**config.mk**
```make
export PLATFORM = sky130hd
export DESIGN_NAME = irs_uart
export DESIGN_NICKNAME = d
export VERILOG_FILES = /design/src/hw/irs_pkg.sv /design/src/hw/irs_uart.sv
export SDC_FILE = /design/constraint.sdc
export NUM_CORES = 1
export LEC_CHECK = 0
export BUFFER_PORTS_ARGS = -buffer_cell sky130_fd_sc_hd__buf_2
export CORE_AREA = 2 2 119 121
export CTS_BUF_LIST = sky130_fd_sc_hd__clkbuf_8
export CTS_CLUSTER_DIAMETER = 60
export CTS_CLUSTER_SIZE = 28
export DETAILED_ROUTE_END_ITERATION = 6
export DIE_AREA = 0 0 121 123
export GPL_TIMING_DRIVEN = 0
export MAX_ROUTING_LAYER = met4
export PLACE_DENSITY_LB_ADDON = 0.15
export SLEW_MARGIN = 20
export SYNTH_ARGS = -nofsm -noshare
export SYNTH_HDL_FRONTEND = slang
export SYNTH_SLANG_ARGS = --single-unit
```
**constraint.sdc**
```tcl
create_clock -name I_CLK -period 2.67 [get_ports I_CLK]
set_input_delay 0.267 -clock I_CLK [delete_from_list [all_inputs] [get_ports I_CLK]]
set_output_delay 0.267 -clock I_CLK [all_outputs]
set_load 0.02 [all_outputs]
```
**src/hw/irs_pkg.sv**
```systemverilog
// constants, register map and state types of the infrared serial control block
`default_nettype none
package irs_pkg;
    // ************************************************
    // register map, byte offsets on the plain port
    // ************************************************
    localparam logic [2:0] OFS_CTL1   = 3'h0;
    localparam logic [2:0] OFS_CTL2   = 3'h1;
    localparam logic [2:0] OFS_CTL3   = 3'h2;
    localparam logic [2:0] OFS_STATUS = 3'h3;
    localparam logic [2:0] OFS_DATA   = 3'h4;
    // control one fields; bit 5 is reserved and reads zero
    localparam int B_LOOP = 7, B_ENABLE = 6, B_NINE = 4, B_WAKE = 3;
    localparam int B_IDLE_STOP = 2, B_PAR_ON = 1, B_PAR_ODD = 0;
    localparam logic [7:0] CTL1_MASK = 8'hDF;
    // control two fields
    localparam int B_TXE_IE = 7, B_TXD_IE = 6, B_RXF_IE = 5, B_IDL_IE = 4;
    localparam int B_TX_EN = 3, B_RX_EN = 2, B_STANDBY = 1, B_BREAK = 0;
    // control three and status fields
    localparam int B_RX9 = 7, B_TX9 = 6, B_IR_SEL = 0;
    localparam int B_TXE_F = 7, B_TXD_F = 6, B_RXF_F = 5, B_IDL_F = 4, B_PAR_F = 3;
    localparam logic [7:0] RST_CTL = 8'h00;
    // ************************************************
    // timing
    // ************************************************
    localparam int CLK_PERIOD_NS = 5;
    localparam int CLK_HZ        = 1_000_000_000 / CLK_PERIOD_NS;
    localparam int BAUD_HZ       = 115_200;
    localparam logic [10:0] BAUD_DIV = 11'(CLK_HZ / BAUD_HZ);
    localparam logic [10:0] HALF_BIT = 11'(CLK_HZ / BAUD_HZ / 2);
    localparam logic [10:0] IR_PULSE = 11'(CLK_HZ / BAUD_HZ * 3 / 16);
    // frame lengths in bits, start and stop included
    localparam logic [3:0] LEN8 = 4'hA;
    localparam logic [3:0] LEN9 = 4'hB;
    typedef enum logic {TX_IDLE, TX_SHIFT} irs_tx_e;
    typedef enum logic [1:0] {RX_IDLE, RX_START, RX_BITS} irs_rx_e;
endpackage
`default_nettype wire

```
**src/hw/irs_uart.sv**
```systemverilog
// serial transmitter and receiver with control registers and infrared output
`default_nettype none
module irs_uart (
    // clock and reset
    input  wire logic       I_CLK,
    input  wire logic       I_RST_B,
    // register port
    input  wire logic [2:0] I_ADDR,
    input  wire logic [7:0] I_WDATA,
    input  wire logic       I_WR,
    input  wire logic       I_RD,
    output logic      [7:0] O_RDATA,
    // serial pins, transmit is open drain
    input  wire logic       I_RXD,
    output logic            O_TXD_O,
    output logic            O_TXD_OE,
    // request lines
    output logic            O_TX_IRQ,
    output logic            O_RX_IRQ
);
    // ************************************************
    // registers and field aliases
    // ************************************************
    logic [7:0] ctl1_r, ctl2_r, tx_data_r, rx_data_r;
    logic       tx_ninth_r, rx_ninth_r, ir_sel_r;
    logic       tx_empty_r, tx_done_r, rx_full_r, idle_r, par_err_r;
    logic       en, nine, parity_on, podd, te, re, standby, send_break_ctl;
    logic [3:0] flen;
    assign en      = ctl1_r[irs_pkg::B_ENABLE];
    assign nine    = ctl1_r[irs_pkg::B_NINE];
    assign parity_on     = ctl1_r[irs_pkg::B_PAR_ON];
    assign podd    = ctl1_r[irs_pkg::B_PAR_ODD];
    assign te      = ctl2_r[irs_pkg::B_TX_EN];
    assign re      = ctl2_r[irs_pkg::B_RX_EN];
    assign standby = ctl2_r[irs_pkg::B_STANDBY];
    assign send_break_ctl     = ctl2_r[irs_pkg::B_BREAK];
    assign flen    = nine ? irs_pkg::LEN9 : irs_pkg::LEN8;

    // parity over the bits below the parity slot
    function automatic logic par_bit(input logic [8:0] d, input logic n9, input logic odd);
        par_bit = (n9 ? ^d[7:0] : ^d[6:0]) ^ odd;
    endfunction

    logic wr1, wr2, wr3, wrd, rdd, wake_evt;
    assign wr1 = I_WR && I_ADDR == irs_pkg::OFS_CTL1;
    assign wr2 = I_WR && I_ADDR == irs_pkg::OFS_CTL2;
    assign wr3 = I_WR && I_ADDR == irs_pkg::OFS_CTL3;
    assign wrd = I_WR && I_ADDR == irs_pkg::OFS_DATA;
    assign rdd = I_RD && I_ADDR == irs_pkg::OFS_DATA;

    // control registers; enables ignore writes while the module is off
    always_ff @(posedge I_CLK or negedge I_RST_B) begin
        if (!I_RST_B) begin
            ctl1_r <= irs_pkg::RST_CTL;
            ctl2_r <= irs_pkg::RST_CTL;
        end else begin
            if (wr1) begin
                ctl1_r <= I_WDATA & irs_pkg::CTL1_MASK;
            end
            if (wr2) begin
                ctl2_r <= I_WDATA;
                if (!en) begin
                    ctl2_r[irs_pkg::B_TX_EN] <= te;
                    ctl2_r[irs_pkg::B_RX_EN] <= re;
                end
            end
            if (wake_evt) begin
                ctl2_r[irs_pkg::B_STANDBY] <= 1'b0;
            end
        end
    end

    // ninth bits and transmit data keep their value through reset
    always_ff @(posedge I_CLK) begin
        if (wr3) begin
            tx_ninth_r <= I_WDATA[irs_pkg::B_TX9];
        end
        if (wrd) begin
            tx_data_r <= I_WDATA;
        end
    end

    always_ff @(posedge I_CLK or negedge I_RST_B) begin
        if (!I_RST_B) begin
            ir_sel_r <= 1'b0;
        end else if (wr3) begin
            ir_sel_r <= I_WDATA[irs_pkg::B_IR_SEL];
        end
    end

    // ************************************************
    // transmitter
    // ************************************************
    irs_pkg::irs_tx_e tx_st_r;
    logic [10:0] tx_cnt_r, tx_sh_r, ld_sh;
    logic [3:0]  tx_bits_r, ld_len;
    logic        te_prev_r, pend_r, brk_last_r, brk_req_r, tx_tick, tx_free, tx_busy, tx_line;
    logic        take_brk, take_tail, take_pre, take_dat, tx_par;
    logic [8:0]  tx_word;
    assign tx_tick = en && tx_cnt_r == irs_pkg::BAUD_DIV - 11'h001;
    assign tx_busy = tx_st_r == irs_pkg::TX_SHIFT;
    assign tx_free = tx_tick && (!tx_busy || tx_bits_r == 4'h1);
    assign tx_line = tx_busy ? tx_sh_r[0] : 1'b1;
    assign tx_word = {tx_ninth_r, tx_data_r};
    assign tx_par  = par_bit(tx_word, nine, podd);

    // what the next frame is: break, tail one, preamble, data, or nothing
    always_comb begin
        take_brk  = te && (send_break_ctl || brk_req_r);
        take_tail = !take_brk && brk_last_r;
        take_pre  = !take_brk && !take_tail && te && pend_r;
        take_dat  = !take_brk && !take_tail && !take_pre && te && !tx_empty_r;
        ld_sh     = {11{1'b1}};
        ld_len    = flen;
        if (take_brk) begin
            ld_sh = 11'h000;
        end else if (take_tail) begin
            ld_len = 4'h1;
        end else if (take_dat) begin
            ld_sh = {1'b1, tx_word, 1'b0};
            if (!nine) begin
                ld_sh[9] = 1'b1;
            end
            if (parity_on) begin
                ld_sh[nine ? 9 : 8] = tx_par;
            end
        end
    end

    // bit timer of the transmitter, held at zero while the module is off
    always_ff @(posedge I_CLK or negedge I_RST_B) begin
        if (!I_RST_B) begin
            tx_cnt_r <= 11'h000;
        end else if (!en || tx_tick) begin
            tx_cnt_r <= 11'h000;
        end else begin
            tx_cnt_r <= tx_cnt_r + 11'h001;
        end
    end

    // shifter; a frame is only cut off by the module enable
    always_ff @(posedge I_CLK or negedge I_RST_B) begin
        if (!I_RST_B) begin
            tx_st_r    <= irs_pkg::TX_IDLE;
            tx_sh_r    <= {11{1'b1}};
            tx_bits_r  <= 4'h0;
            brk_last_r <= 1'b0;
        end else if (!en) begin
            tx_st_r    <= irs_pkg::TX_IDLE;
            brk_last_r <= 1'b0;
        end else if (tx_free) begin
            brk_last_r <= take_brk;
            if (take_brk || take_tail || take_pre || take_dat) begin
                tx_st_r   <= irs_pkg::TX_SHIFT;
                tx_sh_r   <= ld_sh;
                tx_bits_r <= ld_len;
            end else begin
                tx_st_r <= irs_pkg::TX_IDLE;
            end
        end else if (tx_tick) begin
            tx_sh_r   <= {1'b1, tx_sh_r[10:1]};
            tx_bits_r <= tx_bits_r - 4'h1;
            case (tx_st_r)
                irs_pkg::TX_SHIFT: tx_st_r <= irs_pkg::TX_SHIFT;
                default:           tx_st_r <= irs_pkg::TX_IDLE;
            endcase
        end
    end

    // break request; a set-then-clear of the break bit between ticks is kept, not lost
    always_ff @(posedge I_CLK or negedge I_RST_B) begin
        if (!I_RST_B) begin
            brk_req_r <= 1'b0;
        end else begin
            if (!en || (tx_free && take_brk)) begin
                brk_req_r <= 1'b0;
            end
            if (en && wr2 && I_WDATA[irs_pkg::B_BREAK] && !send_break_ctl) begin
                brk_req_r <= 1'b1;
            end
        end
    end

    // preamble request; a fresh rising enable mid frame queues an idle frame
    always_ff @(posedge I_CLK or negedge I_RST_B) begin
        if (!I_RST_B) begin
            te_prev_r <= 1'b0;
            pend_r    <= 1'b0;
        end else begin
            te_prev_r <= te;
            if (!en || (tx_free && (take_pre || take_brk))) begin
                pend_r <= 1'b0;
            end
            if (te && !te_prev_r) begin
                pend_r <= 1'b1;
            end
        end
    end

    // empty and done flags; hardware set wins over the data write
    always_ff @(posedge I_CLK or negedge I_RST_B) begin
        if (!I_RST_B) begin
            tx_empty_r <= 1'b1;
            tx_done_r  <= 1'b1;
        end else begin
            if (wrd) begin
                tx_empty_r <= 1'b0;
            end
            if (!en || (tx_free && take_dat)) begin
                tx_empty_r <= 1'b1;
            end
            tx_done_r <= !en || (tx_empty_r && !tx_busy && !pend_r && !take_brk);
        end
    end

    // pin drivers; infrared turns a zero bit into a short low pulse
    always_ff @(posedge I_CLK or negedge I_RST_B) begin
        if (!I_RST_B) begin
            O_TXD_O  <= 1'b1;
            O_TXD_OE <= 1'b0;
        end else begin
            O_TXD_O  <= tx_line || (ir_sel_r && tx_cnt_r >= irs_pkg::IR_PULSE);
            O_TXD_OE <= en && (te || tx_busy);
        end
    end

    // ************************************************
    // receiver
    // ************************************************
    irs_pkg::irs_rx_e rx_st_r;
    logic [10:0] rx_cnt_r;
    logic [9:0]  rx_sh_r;
    logic [3:0]  rx_bitn_r, ones_r;
    logic        rxd_s1_r, rxd_s2_r, rx_prev_r, rx_in, rx_on, samp, fall;
    logic        done, msb, accept, count_ctx, idle_evt, arm_r, wake;
    assign wake      = ctl1_r[irs_pkg::B_WAKE];
    assign rx_in     = ctl1_r[irs_pkg::B_LOOP] ? tx_line : rxd_s2_r;
    assign rx_on     = en && re;
    assign samp      = rx_on && rx_cnt_r == irs_pkg::HALF_BIT;
    assign fall      = rx_on && rx_st_r == irs_pkg::RX_IDLE && rx_prev_r && !rx_in;
    assign done      = samp && rx_st_r == irs_pkg::RX_BITS && rx_bitn_r == flen - 4'h2;
    assign msb       = nine ? rx_sh_r[8] : rx_sh_r[7];
    assign accept    = done && (!standby || (wake && msb));
    assign count_ctx = rx_st_r == irs_pkg::RX_IDLE
                    || (rx_st_r == irs_pkg::RX_BITS && !ctl1_r[irs_pkg::B_IDLE_STOP]);
    assign idle_evt  = samp && count_ctx && rx_in && ones_r == flen - 4'h1;
    assign wake_evt  = standby && (wake ? done && msb : idle_evt);

    // pin synchroniser, then the edge detector on the second stage
    always_ff @(posedge I_CLK or negedge I_RST_B) begin
        if (!I_RST_B) begin
            rxd_s1_r  <= 1'b1;
            rxd_s2_r  <= 1'b1;
            rx_prev_r <= 1'b1;
        end else begin
            rxd_s1_r  <= I_RXD;
            rxd_s2_r  <= rxd_s1_r;
            rx_prev_r <= rx_in;
        end
    end

    // bit timer realigned on each start edge, free running when idle
    always_ff @(posedge I_CLK or negedge I_RST_B) begin
        if (!I_RST_B) begin
            rx_cnt_r <= 11'h000;
        end else if (!rx_on || fall || rx_cnt_r == irs_pkg::BAUD_DIV - 11'h001) begin
            rx_cnt_r <= 11'h000;
        end else begin
            rx_cnt_r <= rx_cnt_r + 11'h001;
        end
    end

    // frame sequencer; a high start sample is a glitch and is dropped
    always_ff @(posedge I_CLK or negedge I_RST_B) begin
        if (!I_RST_B) begin
            rx_st_r   <= irs_pkg::RX_IDLE;
            rx_bitn_r <= 4'h0;
            rx_sh_r   <= 10'h000;
        end else if (!rx_on) begin
            rx_st_r <= irs_pkg::RX_IDLE;
        end else begin
            case (rx_st_r)
                irs_pkg::RX_IDLE: begin
                    if (fall) begin
                        rx_st_r <= irs_pkg::RX_START;
                    end
                end
                irs_pkg::RX_START: begin
                    if (samp) begin
                        rx_st_r   <= rx_in ? irs_pkg::RX_IDLE : irs_pkg::RX_BITS;
                        rx_bitn_r <= 4'h0;
                    end
                end
                irs_pkg::RX_BITS: begin
                    if (samp) begin
                        rx_sh_r[rx_bitn_r] <= rx_in;
                        rx_bitn_r          <= rx_bitn_r + 4'h1;
                        if (done) begin
                            rx_st_r <= irs_pkg::RX_IDLE;
                        end
                    end
                end
                default: rx_st_r <= irs_pkg::RX_IDLE;
            endcase
        end
    end

    // run of ones toward an idle character, saturating at one frame
    always_ff @(posedge I_CLK or negedge I_RST_B) begin
        if (!I_RST_B) begin
            ones_r <= 4'h0;
        end else if (fall || (samp && !count_ctx)) begin
            ones_r <= 4'h0;
        end else if (samp) begin
            ones_r <= !rx_in ? 4'h0 : (ones_r == flen ? ones_r : ones_r + 4'h1);
        end
    end

    // received word and ninth bit, untouched by reset
    always_ff @(posedge I_CLK) begin
        if (accept) begin
            rx_data_r  <= rx_sh_r[7:0];
            rx_ninth_r <= msb;
        end
    end

    // receiver flags; a data read clears, a new event in that cycle wins
    always_ff @(posedge I_CLK or negedge I_RST_B) begin
        if (!I_RST_B) begin
            rx_full_r <= 1'b0;
            idle_r    <= 1'b0;
            par_err_r <= 1'b0;
            arm_r     <= 1'b0;
        end else begin
            if (rdd) begin
                rx_full_r <= 1'b0;
                idle_r    <= 1'b0;
                par_err_r <= 1'b0;
            end
            if (accept) begin
                rx_full_r <= 1'b1;
                arm_r     <= 1'b1;
                if (parity_on && msb != par_bit(rx_sh_r[8:0], nine, podd)) begin
                    par_err_r <= 1'b1;
                end
            end
            if (idle_evt && !standby && arm_r) begin
                idle_r <= 1'b1;
                arm_r  <= 1'b0;
            end
        end
    end

    // ************************************************
    // requests and read port
    // ************************************************
    always_ff @(posedge I_CLK or negedge I_RST_B) begin
        if (!I_RST_B) begin
            O_TX_IRQ <= 1'b0;
            O_RX_IRQ <= 1'b0;
        end else begin
            O_TX_IRQ <= en && ((tx_empty_r && ctl2_r[irs_pkg::B_TXE_IE])
                            || (tx_done_r && ctl2_r[irs_pkg::B_TXD_IE]));
            O_RX_IRQ <= en && !standby && ((rx_full_r && ctl2_r[irs_pkg::B_RXF_IE])
                            || (idle_r && ctl2_r[irs_pkg::B_IDL_IE]));
        end
    end

    // read data stand only in the cycle after the strobe
    always_ff @(posedge I_CLK or negedge I_RST_B) begin
        if (!I_RST_B) begin
            O_RDATA <= 8'h00;
        end else begin
            O_RDATA <= 8'h00;
            if (I_RD) begin
                case (I_ADDR)
                    irs_pkg::OFS_CTL1:   O_RDATA <= ctl1_r;
                    irs_pkg::OFS_CTL2:   O_RDATA <= ctl2_r;
                    irs_pkg::OFS_CTL3:   O_RDATA <= {rx_ninth_r, tx_ninth_r, 5'h00, ir_sel_r};
                    irs_pkg::OFS_STATUS: O_RDATA <= {tx_empty_r, tx_done_r, rx_full_r,
                                                     idle_r, par_err_r, 3'h0};
                    irs_pkg::OFS_DATA:   O_RDATA <= rx_data_r;
                    default:             O_RDATA <= 8'h00;
                endcase
            end
        end
    end
endmodule
`default_nettype wire

```
After elaboration in Yosys (flattened, before gate mapping)
Cells that the tools add are included.

Output and inout bits: 12. RAM bits: 0. Memories: 0. Bits in latches: 0. ROM bits: 0. Register bits after elaboration: 117.

Shift operators: 0. $mul: 0. Bitwise gates (word level): 2. Divide/modulo/power cells: 0. Add/subtract/negate cells: 7. Muxes and demuxes: 71. $lt $le $gt $ge: 5. Equality and inequality tests: 24. Reduce and logical (&&, ||, !) cells: 111.

Operators by type and width (number): two-way mux 11 bit (9); logical AND 1 bit (55); two-way mux 4 bit (11); one-hot mux 8 bit (5 select lines) (1); two-way mux 1 bit (36); adder 11 x 1 -> 11 bit, second input constant (2); equality test 11 bit, second input constant (2); logical OR 1 bit (20); nonzero test 2 bit (10); XOR reduction 8 bit (2); != test 3 bit, second input constant (5); logical NOT 1 bit (14); two-way mux 2 bit (7); XOR reduction 7 bit (2); equality test 4 bit (3); bitwise mux 11 bit (1); equality test 11 x 10 -> 1 bit, second input constant (1); greater-or-equal comparator 11 x 9 -> 1 bit, second input constant (1); bitwise mux 10 bit (1); less-than comparator 4 x 5 -> 1 bit, second input constant (2); adder 4 x 1 -> 4 bit, second input constant (2); demux 1 bit (select 4 bit) (2); greater-or-equal comparator 4 x 1 -> 1 bit, second input constant (2); two-way mux 8 bit (1); 20 further kinds (28).

Logic depth before layout (Yosys ltp)
Gate-level depths: netlist of the first run.

Depth after elaboration: 22. Gate-level depth with buffers: 8. Gate-level depth less buffers: 7.

Worst setup path after synthesis of the first run
OpenSTA, ideal clock, no wires.

Path kind: register -> register. Start point: register rx_cnt_r[0]. End point: register arm_r. Period minus slack after synthesis: 1.866 ns. Setup time: 0.129 ns. Cell stages (with the launch flop): 8. Data arrival time: 1.737 ns. Path slack: 0.804 ns. Path buffers: 0. Cell sequence: dfrtp_1 inv_1 ha_1 and4b_1 and3_1 nand4_1 or4_1 a21boi_0.

Word-level cells in the longest chain between the ends: 8.

Ends and longest elaborated chain: start, declared (RTL line irs_uart.sv:231) `logic [10:0] rx_cnt_r;`; start signal, assigned (RTL line irs_uart.sv:269) `rx_cnt_r <= rx_cnt_r + 11'h001;`; equality test 11 x 10 -> 1 bit * (RTL line irs_uart.sv:239) `assign samp = rx_on && rx_cnt_r == irs_pkg::HALF_BIT;`; logical AND 1 bit * (RTL line irs_uart.sv:239); logical AND 1 bit (3 in series) (RTL line irs_uart.sv:246) `assign idle_evt = samp && count_ctx && rx_in && ones_r == flen - 4'h1;`; logical AND 1 bit (2 in series) (RTL line irs_uart.sv:347) `if (idle_evt && !standby && arm_r) begin`; two-way mux 1 bit or nonzero test 2 bit (tied branches); end signal, assigned (RTL line irs_uart.sv:333) `arm_r <= 1'b0;`; end signal, assigned (RTL line irs_uart.sv:342) `arm_r <= 1'b1;`; end signal, assigned (RTL line irs_uart.sv:349) `arm_r <= 1'b0;`; end, declared (RTL line irs_uart.sv:235) `logic done, msb, accept, count_ctx, idle_evt, arm_r, wake;`.

Mark *: on every way between the ends. The rest lies on a longest branch, timed or not. A chain may end at the register's enable or synchronous reset.

Worst setup path after layout of the first run
Start point: register tx_empty_r. End point: register tx_sh_r[8].

Word-level cells in the longest chain between the ends: 7.

Ends and longest elaborated chain: start, declared (RTL line irs_uart.sv:26) `logic tx_empty_r, tx_done_r, rx_full_r, idle_r, par_err_r;`; start signal, assigned (RTL line irs_uart.sv:203) `tx_empty_r <= 1'b1;`; start signal, assigned (RTL line irs_uart.sv:207) `tx_empty_r <= 1'b0;`; start signal, assigned (RTL line irs_uart.sv:210) `tx_empty_r <= 1'b1;`; logical NOT 1 bit * (RTL line irs_uart.sv:112) `take_dat = !take_brk && !take_tail && !take_pre && te && !tx_empty_r;`; logical AND 1 bit * (RTL line irs_uart.sv:112); two-way mux 11 bit (RTL line irs_uart.sv:119) `end else if (take_dat) begin`; two-way mux 11 bit (RTL line irs_uart.sv:117) `end else if (take_tail) begin`; two-way mux 11 bit (RTL line irs_uart.sv:115) `if (take_brk) begin`; two-way mux 11 bit (RTL line irs_uart.sv:153) `if (take_brk || take_tail || take_pre || take_dat) begin`; two-way mux 11 bit (RTL line irs_uart.sv:151) `end else if (tx_free) begin`; end signal, assigned (RTL line irs_uart.sv:145) `tx_sh_r <= {11{1'b1}};`; end signal, assigned (RTL line irs_uart.sv:155) `tx_sh_r <= ld_sh;`; end signal, assigned (RTL line irs_uart.sv:161) `tx_sh_r <= {1'b1, tx_sh_r[10:1]};`; end, declared (RTL line irs_uart.sv:95) `logic [10:0] tx_cnt_r, tx_sh_r, ld_sh;`.

Mark *: on every way between the ends. The rest lies on a longest branch, timed or not. The select of a mux whose other input is x is not followed.

==> results of run 1 <==
==> kinds of logic (layout without fill, tap and decap cells) <==
| group | count (synthesis) | count (layout) | synth area share [%] |
|---|---|---|---|
| AOI/OAI and AO/OA | 99 | 99 | 11.59 |
| muxes | 32 | 32 | 6.646 |
| and+or+nand+nor | 186 | 186 | 16.99 |
| adders and majority gates | 11 | 11 | 2.437 |
| DFF | 116 | 116 | 53.37 |
| xor gates and xnor gates | 38 | 38 | 6.136 |
| buffers and inverters | 38 | 100 | 2.836 |
==> metal layers <==
| metal | vias to the layer above | part of all wire, % | global-route usage (%) |
|---|---|---|---|
| met1 | 2060 | 46 | 24.49 |
| met3 | 16 | 3.9 | 5.258 |
| met5 | - | 0 | - |
| li1 | 1959 | - | - |
| met2 | 65 | 49 | 29.81 |
| met4 | 0 | 1.7 | 6.759 |
==> worst reg2reg max path, cell delays in order, from the launching register on <==
cell	delay (ns)
dfstp_2	0.58
nor4b_1	0.33
o21bai_1	0.18
o21ai_0	0.64
a311oi_1	0.11
a311oi_1	0.31
==> power by group through the flow <==
| stage | registers, W | logic, W | clock network, W |
|---|---|---|---|
| after floorplan | 0.00203 | 0.000284 | 0 |
| after global placement | 0.00205 | 0.000442 | 0 |
| after detailed placement | 0.00205 | 0.000454 | 0 |
| after CTS | 0.00202 | 0.000460 | 0.00173 |
| after global routing | 0.00203 | 0.000511 | 0.00182 |
| final | 0.00202 | 0.000455 | 0.00168 |
==> metrics by stage <==
stage               hold WS [ns]  total power, W
floorplan               -0.02859        0.002310
CTS                     0.008611        0.004210
detailed placement        0.1532        0.002505
global placement          0.3650        0.002493
global route             0.03120        0.004366
finish                   0.07059        0.004152
==> path summary, 6_finish.rpt <==
check,from,to,slack [ns],cells after the start
min in group asynchronous,I_RST_B,tx_cnt_r[9],0.26,2
max reg2reg,tx_empty_r,tx_sh_r[8],0.43,5
min reg2reg,rxd_s1_r,rxd_s2_r,0.36,0
min,I_WDATA[2],tx_data_r[2],0.07,1
max in group asynchronous,I_RST_B,tx_sh_r[5],1.74,3
max,tx_empty_r,tx_sh_r[8],0.43,5
==> flip-flops by register name, summed over array words and instances, names as in the netlist, 4 cells and up <==
| name | cells |
|---|---|
| rx_cnt_r | 11 |
| tx_cnt_r | 11 |
| tx_sh_r | 11 |
| rx_sh_r | 9 |
| O_RDATA | 8 |
| ctl2_r | 8 |
| rx_data_r | 8 |
| tx_data_r | 8 |
| ctl1_r | 7 |
| ones_r | 4 |
| rx_bitn_r | 4 |
| tx_bits_r | 4 |
==> repair_timing <==
item,CTS,global route
hold buffers,3,1
endpoints found under the hold margin,27,1
resized for setup,0,0
==> cell type report <==
cell class                 count  area (sq um)  area share [%]
buffer                        19         88.84           1.371
clock buffer                  17         234.0           3.611
multi-input combinational    366          2474           38.17
tap                          180         225.2           3.476
timing repair buffer          30         198.9           3.070
sequential                   116          3014           46.51
clock inverter                15         173.9           2.684
inverter                      19         71.32           1.101
==> cell usage in the layout (no fill, tap or decap), types with 4 or more instances in the layout <==
master and count:
nor3_1 8, inv_1 22, xor2_1 11, ha_1 11, nor3b_1 6, dfstp_2 17
a22oi_1 5, a21o_1 5, edfxtp_1 18, nand4_1 8, a2bb2oi_1 4, clkbuf_8 17
nand2_1 38, and3_1 8, nor2_1 58, a21boi_0 4, nand3_1 23, mux2_2 24
mux2i_1 6, xnor2_1 26, dlygate4sd3_1 4, buf_2 28, bufinv_16 4, clkbuf_1 11
a21oi_1 24, dfrtp_1 81, and2_1 6, nor2b_1 7, o211ai_1 6, o21ai_0 20
==> summary.txt, run 1 <==
Timing
  • Final worst slack: 0.4291 ns
  • Final Setup Violations: 0
  • Count of pins over their slew limit: 0
  • Period utilization: 83.93%
  • Slew @ Worst Pin: 0.7882 ns
  • Final Hold Violating Endpoints: 0
  • Setup TNS: 0 ns
  • Fmax: ~450 MHz
  • Setup Skew: around 0.008 ns
  • RSZ-0062 raised after global routing: no
  • Worst rel slew slack: 46.90%
  • Tmin final: 2.241 ns

Logic synthesis
  • Avg Cell Area, Syn: 10.86 sq um
  • Sequential-to-total area share from yosys stat: between 50 and 60%
  • Most used DFF post-synth: dfrtp_1
  • Yosys top cell by area: dfrtp_1
  • Top cell type's share of synthesized area: 35.89%
  • Post-synth top cells: 81 x dfrtp_1, 58 x nor2_1, 38 x nand2_1, 26 x xnor2_1
  • Flops & latches, synth: ~120
  • Mapped Cells: 520
  • Synth Warn #: 0
  • Post-synth cell types: between 60 and 70
  • Synth top area cells: dfrtp_1 36%, edfxtp_1 9.6%, dfstp_2 7.9%
  • Count leader, synth: dfrtp_1
  • Synthesized area: 5648 sq um
  • Post-synth ARST share: 84.48%
  • Number of synthesized flops with an enable pin: 18
  • Syn Nets: between 500 and 600

Power
  • Comb pwr share: a little over a tenth
  • Power per standard cell area: 640.8 nW/um^2
  • Switch share: 25.93%
  • Net switching power figure: 0.001077 W
  • Int Pwr: 0.003076 W
  • Seq pwr share: between 40 and 50%
  • Peak supply drop: 262.6 uV
  • Clock share of power: 40.4%
  • Leak: ~2.7 nW

Critical path
  • Crit Path Category: register to register
  • WP data required: 3.01 ns
  • Worst path cell trace: nor4b_1 -> o21bai_1 -> o21ai_0 -> a311oi_1 -> a311oi_1
  • Max stage delay on crit path: 0.64 ns
  • Worst path slowest cell: o21ai_0
  • Worst Setup Start Kind: register
  • Worst Setup End Kind: register
  • Most frequent CP cell: a311oi_1
  • Buf+Inv Stages, Crit Path: 0
  • Maximum net fanout on the critical path: 6
  • Crit path max-delay family: compound AO/OA/AOI/OAI gates
  • Arrival @ worst endpoint: between 2 and 3 ns

Clock network
  • Clock transition at path regs: 0.07 ns
  • CTS buffer count: 17
  • Postcts setup bufs: 0
  • CTS tree: yes
  • Largest buffer count on any clock path: 2
  • Worst skew pair latency: 0.44 ns
  • Htree depth: 4
  • Clock root cell: clkbuf_8
  • Clock tree sinks: about 120

Route
  • DRC Markers: 0
  • Initial DRT Pass Iterations: 5
  • Antenna-violating nets left: 0
  • Average wire per standard cell: 16.48 um
  • First-iteration detailed-routing DRC count: 205
  • Vias per cell: roughly 5.4
  • Via count: 4100
  • Final wirelength: 12560 um

Run
  • Max cap viols: 0

Floorplanning
  • I/O pin total: 28
  • Initial Util: between 40% and 50%
  • Total die area: 14880 sq um
  • # rows: 43
  • Core footprint: 13610 sq um
  • Die Span X: 121 um
  • Die H: 123 um

Placement
  • Post-DP Area: 6032 sq um
  • Post-DP HPWL: around 8900 um
  • Final RePlAce weighted congestion: slightly above 0.8
  • Dpl cells: about 730
  • Pre-CTS setup slack: 0.5033 ns
  • Port Buffer Count: 25

Global routing
  • Vias in the first global route: 4153
  • Initial antenna violation count: 0
  • First-pass GRT wire length: 21190 um
  • Largest net degree at the start of global routing: 74
  • GR Overflow Total: 0
  • Gr usage total: 19.26%

Finish
  • Final Core Density: a little under half
  • Final instance count without filler cells: between 700 and 800
  • Antenna diode count: 0
  • Fillers: 1303
  • Area growth syn-to-layout: 14.73%
  • Nets: 596
  • Final Cell Area: 6480 sq um
  • Layout cell share with drive strength beyond 1: 18.73%

Hold path
  • Min-delay worst type: primary input to register

Outcome
  • Status: completed
Note: power is estimated with default switching activity, not from simulation.
==> run 2: changes to the inputs <==
==> constraint.sdc (replaced) <==
create_clock -name I_CLK -period 2 [get_ports I_CLK]
set_input_delay 0.2 -clock I_CLK [delete_from_list [all_inputs] [get_ports I_CLK]]
set_output_delay 0.2 -clock I_CLK [all_outputs]
set_load 0.02 [all_outputs]
==> run 2 against run 1 <==
  * Worst hold slack better by 0.00062 ns
  * Fmax is 14% higher
  * Clock power increased by 34%
  * Count of clock-buffer cells in the layout did not move
  * Clock skew is 0.0032 ns higher
  * Sequential power is 34% higher
  * Combinational power up 44%
  * Core utilization up 2.0 points
  * Critical endpoint is now arm_r
==> summary.txt, run 2 (same netlist as run 1, synthesis figures left out) <==
Critical path
  • Worst Setup End Kind: register
  • Maximum net fanout on the critical path: 4 (-2)
  • Crit Path Category: register to register
  • Arrival @ worst endpoint: 2.30 ns (-0.28 ns)
  • WP data required: 2.32 ns (-0.69 ns)
  • Worst Setup Start Kind: register

Clock network
  • Htree depth: 4 (unchanged)
  • Clock root cell: clkbuf_8
  • CTS buffer count: 17 (unchanged)
  • Clock tree sinks: 116 (unchanged)
  • CTS tree: yes
  • Largest buffer count on any clock path: 2 (unchanged)
  • Clock transition at path regs: 0.07 ns (about the same)
  • Worst skew pair latency: 0.44 ns (about the same)

Finish
  • Area growth syn-to-layout: 19.47%
  • Regs by FF count: rx_cnt_r (11), tx_cnt_r (11), tx_sh_r (11)
  • Most frequent cells in the layout: 80 x dfrtp_1, 57 x nor2_1, 37 x nand2_1, 26 x xnor2_1, 26 x buf_2
  • Final Core Density: 49.57% (+2.0 points)
  • Final instance count without filler cells: 782 (+2.6%)
  • Nets: 616 (+3.4%)
  • Most common cell after layout, fill and taps aside: dfrtp_1
  • Layout cell share with drive strength beyond 1: 23.75% (+5.0 points)
  • Antenna diode count: 0 (unchanged)

Global routing
  • Initial antenna violation count: 0 (unchanged)
  • GR Overflow Total: 0 (unchanged)
  • First-pass GRT wire length: 21400 um (+0.98%)
  • Largest net degree at the start of global routing: 74 (unchanged)
  • Vias in the first global route: 4193 (+0.96%)
  • Gr usage total: 19.43% (+0.16 points)

Timing
  • Count of pins over their slew limit: 0 (unchanged)
  • Final Setup Violations: 0 (unchanged)
  • Tmin final: 1.973 ns (-0.2676 ns)
  • Final Hold Violating Endpoints: 0 (unchanged)
  • RSZ-0062 raised after global routing: yes
  • Fmax: 506.8 MHz (+14%)
  • Worst rel slew slack: 53.06% (+6.2 points)
  • Setup Skew: 0.01123 ns (+0.003239 ns)
  • Slew @ Worst Pin: 0.7003 ns (-0.08790 ns)
  • Setup TNS: 0 ns (unchanged)
  • Period utilization: 98.67% (+15 points)

Power
  • Total Power: 0.005604 W (+35%)
  • Leak: 2.763 nW (+3.7%)
  • Power per standard cell area: 830.5 nW/um^2 (+30%)
  • Peak supply drop: 367.9 uV (+40%)

Run
  • Max cap viols: 0 (unchanged)

Placement
  • Port Buffer Count: 25 (unchanged)
  • Final RePlAce weighted congestion: 0.8215 (unchanged)
  • Dpl cells: 726 (unchanged)
  • Post-DP HPWL: 8945 um (unchanged)

Outcome
  • Status: completed

Route
  • Initial DRT Pass Iterations: 4 (-1)
  • Antenna-violating nets left: 0 (unchanged)
  • Final wirelength: 12780 um (+1.8%)
  • First-iteration detailed-routing DRC count: 238 (+16%)
  • Average wire per standard cell: 16.35 um (-0.81%)
  • DRC Markers: 0 (unchanged)
  • Vias per cell: 5.315 (-1.2%)
  • Via count: 4156 (+1.4%)

Floorplanning
  • Die H: 123 um (unchanged)
  • I/O pin total: 28 (unchanged)
  • Initial Util: 41.49% (unchanged)
  • Core footprint: 13610 sq um (unchanged)
  • Die Span X: 121 um (unchanged)
  • # rows: 43 (unchanged)
  • Total die area: 14880 sq um (unchanged)

Hold path
  • Min-delay worst type: primary input to register
[run 2: worst max-delay path: stages (launching register included)]
cell,delay [ns]
dfrtp_1,0.41
inv_1,0.07
ha_1,0.13
and4b_2,0.26
and3_4,0.21
nand4_1,0.13
or4_4,0.52
a21boi_1,0.15
[run 2: cell type report]
class / count / area [sq um]
clock inverters: 15 / 173.9
plain buffers: 19 / 103.9
well taps: 180 / 225.2
repair buffers: 50 / 364.1
multi-input cells: 366 / 2555
fillers: 1290 / 6864
clock buffers: 17 / 234.0
inverters: 19 / 76.32
flip-flops and latches: 116 / 3015
[run 2: per-stage QoR]
stage | worst slack, ns | instance area, sq um | hold slack, ns
after floorplan | 0.1340 | 5648 | -0.09559
after global placement | -0.3186 | 5998 | 0.3064
after detailed placement | -0.1667 | 6032 | 0.08617
after CTS | 0.001743 | 6595 | 0.04542
after global routing | -0.09003 | 6748 | 0.04483
final | 0.02670 | 6748 | 0.07121
[run 2: power breakdown]
part           switching [W]  internal (W)  total [W]
registers           0.000153       0.00255    0.00270
logic               0.000384      0.000273   0.000657
clock network       0.000924       0.00132    0.00225
total                0.00146       0.00414    0.00560
[run 2: final timing paths]
| check | start | endpoint | slack, ns | depth (start not counted) |
|---|---|---|---|---|
| worst min-delay path | I_RD | O_RDATA[5] | 0.07 | 2 |
| worst min register to register | rxd_s1_r | rxd_s2_r | 0.36 | 0 |
| worst max-delay path | rx_cnt_r[0] | arm_r | 0.03 | 7 |
| min in group asynchronous | I_RST_B | tx_cnt_r[9] | 0.19 | 2 |
| max in group asynchronous | I_RST_B | tx_sh_r[5] | 1.14 | 3 |
| worst max register to register | rx_cnt_r[0] | arm_r | 0.03 | 7 |
[run 2: timing repair]
| item | 4_1_cts | 5_1_grt |
|---|---|---|
| setup endpoints to repair | 29 | 60 |
| cloned | 0 | 0 |
| pin swaps | 2 | 4 |
| hold buffers | 10 | 0 |
| gates resized for setup | 12 | 21 |
| hold endpoints to repair | 95 | 0 |
| buffers inserted | 3 | 11 |
[run 2: routing by layer]
| layer | track usage (%) | up-vias | share of wire, % |
|---|---|---|---|
| met5 | - | - | 0 |
| met4 | 6.759 | 0 | 1.8 |
| met3 | 5.304 | 18 | 4.0 |
| met2 | 30.27 | 56 | 50 |
| met1 | 24.55 | 2083 | 45 |
| li1 | - | 1999 | - |
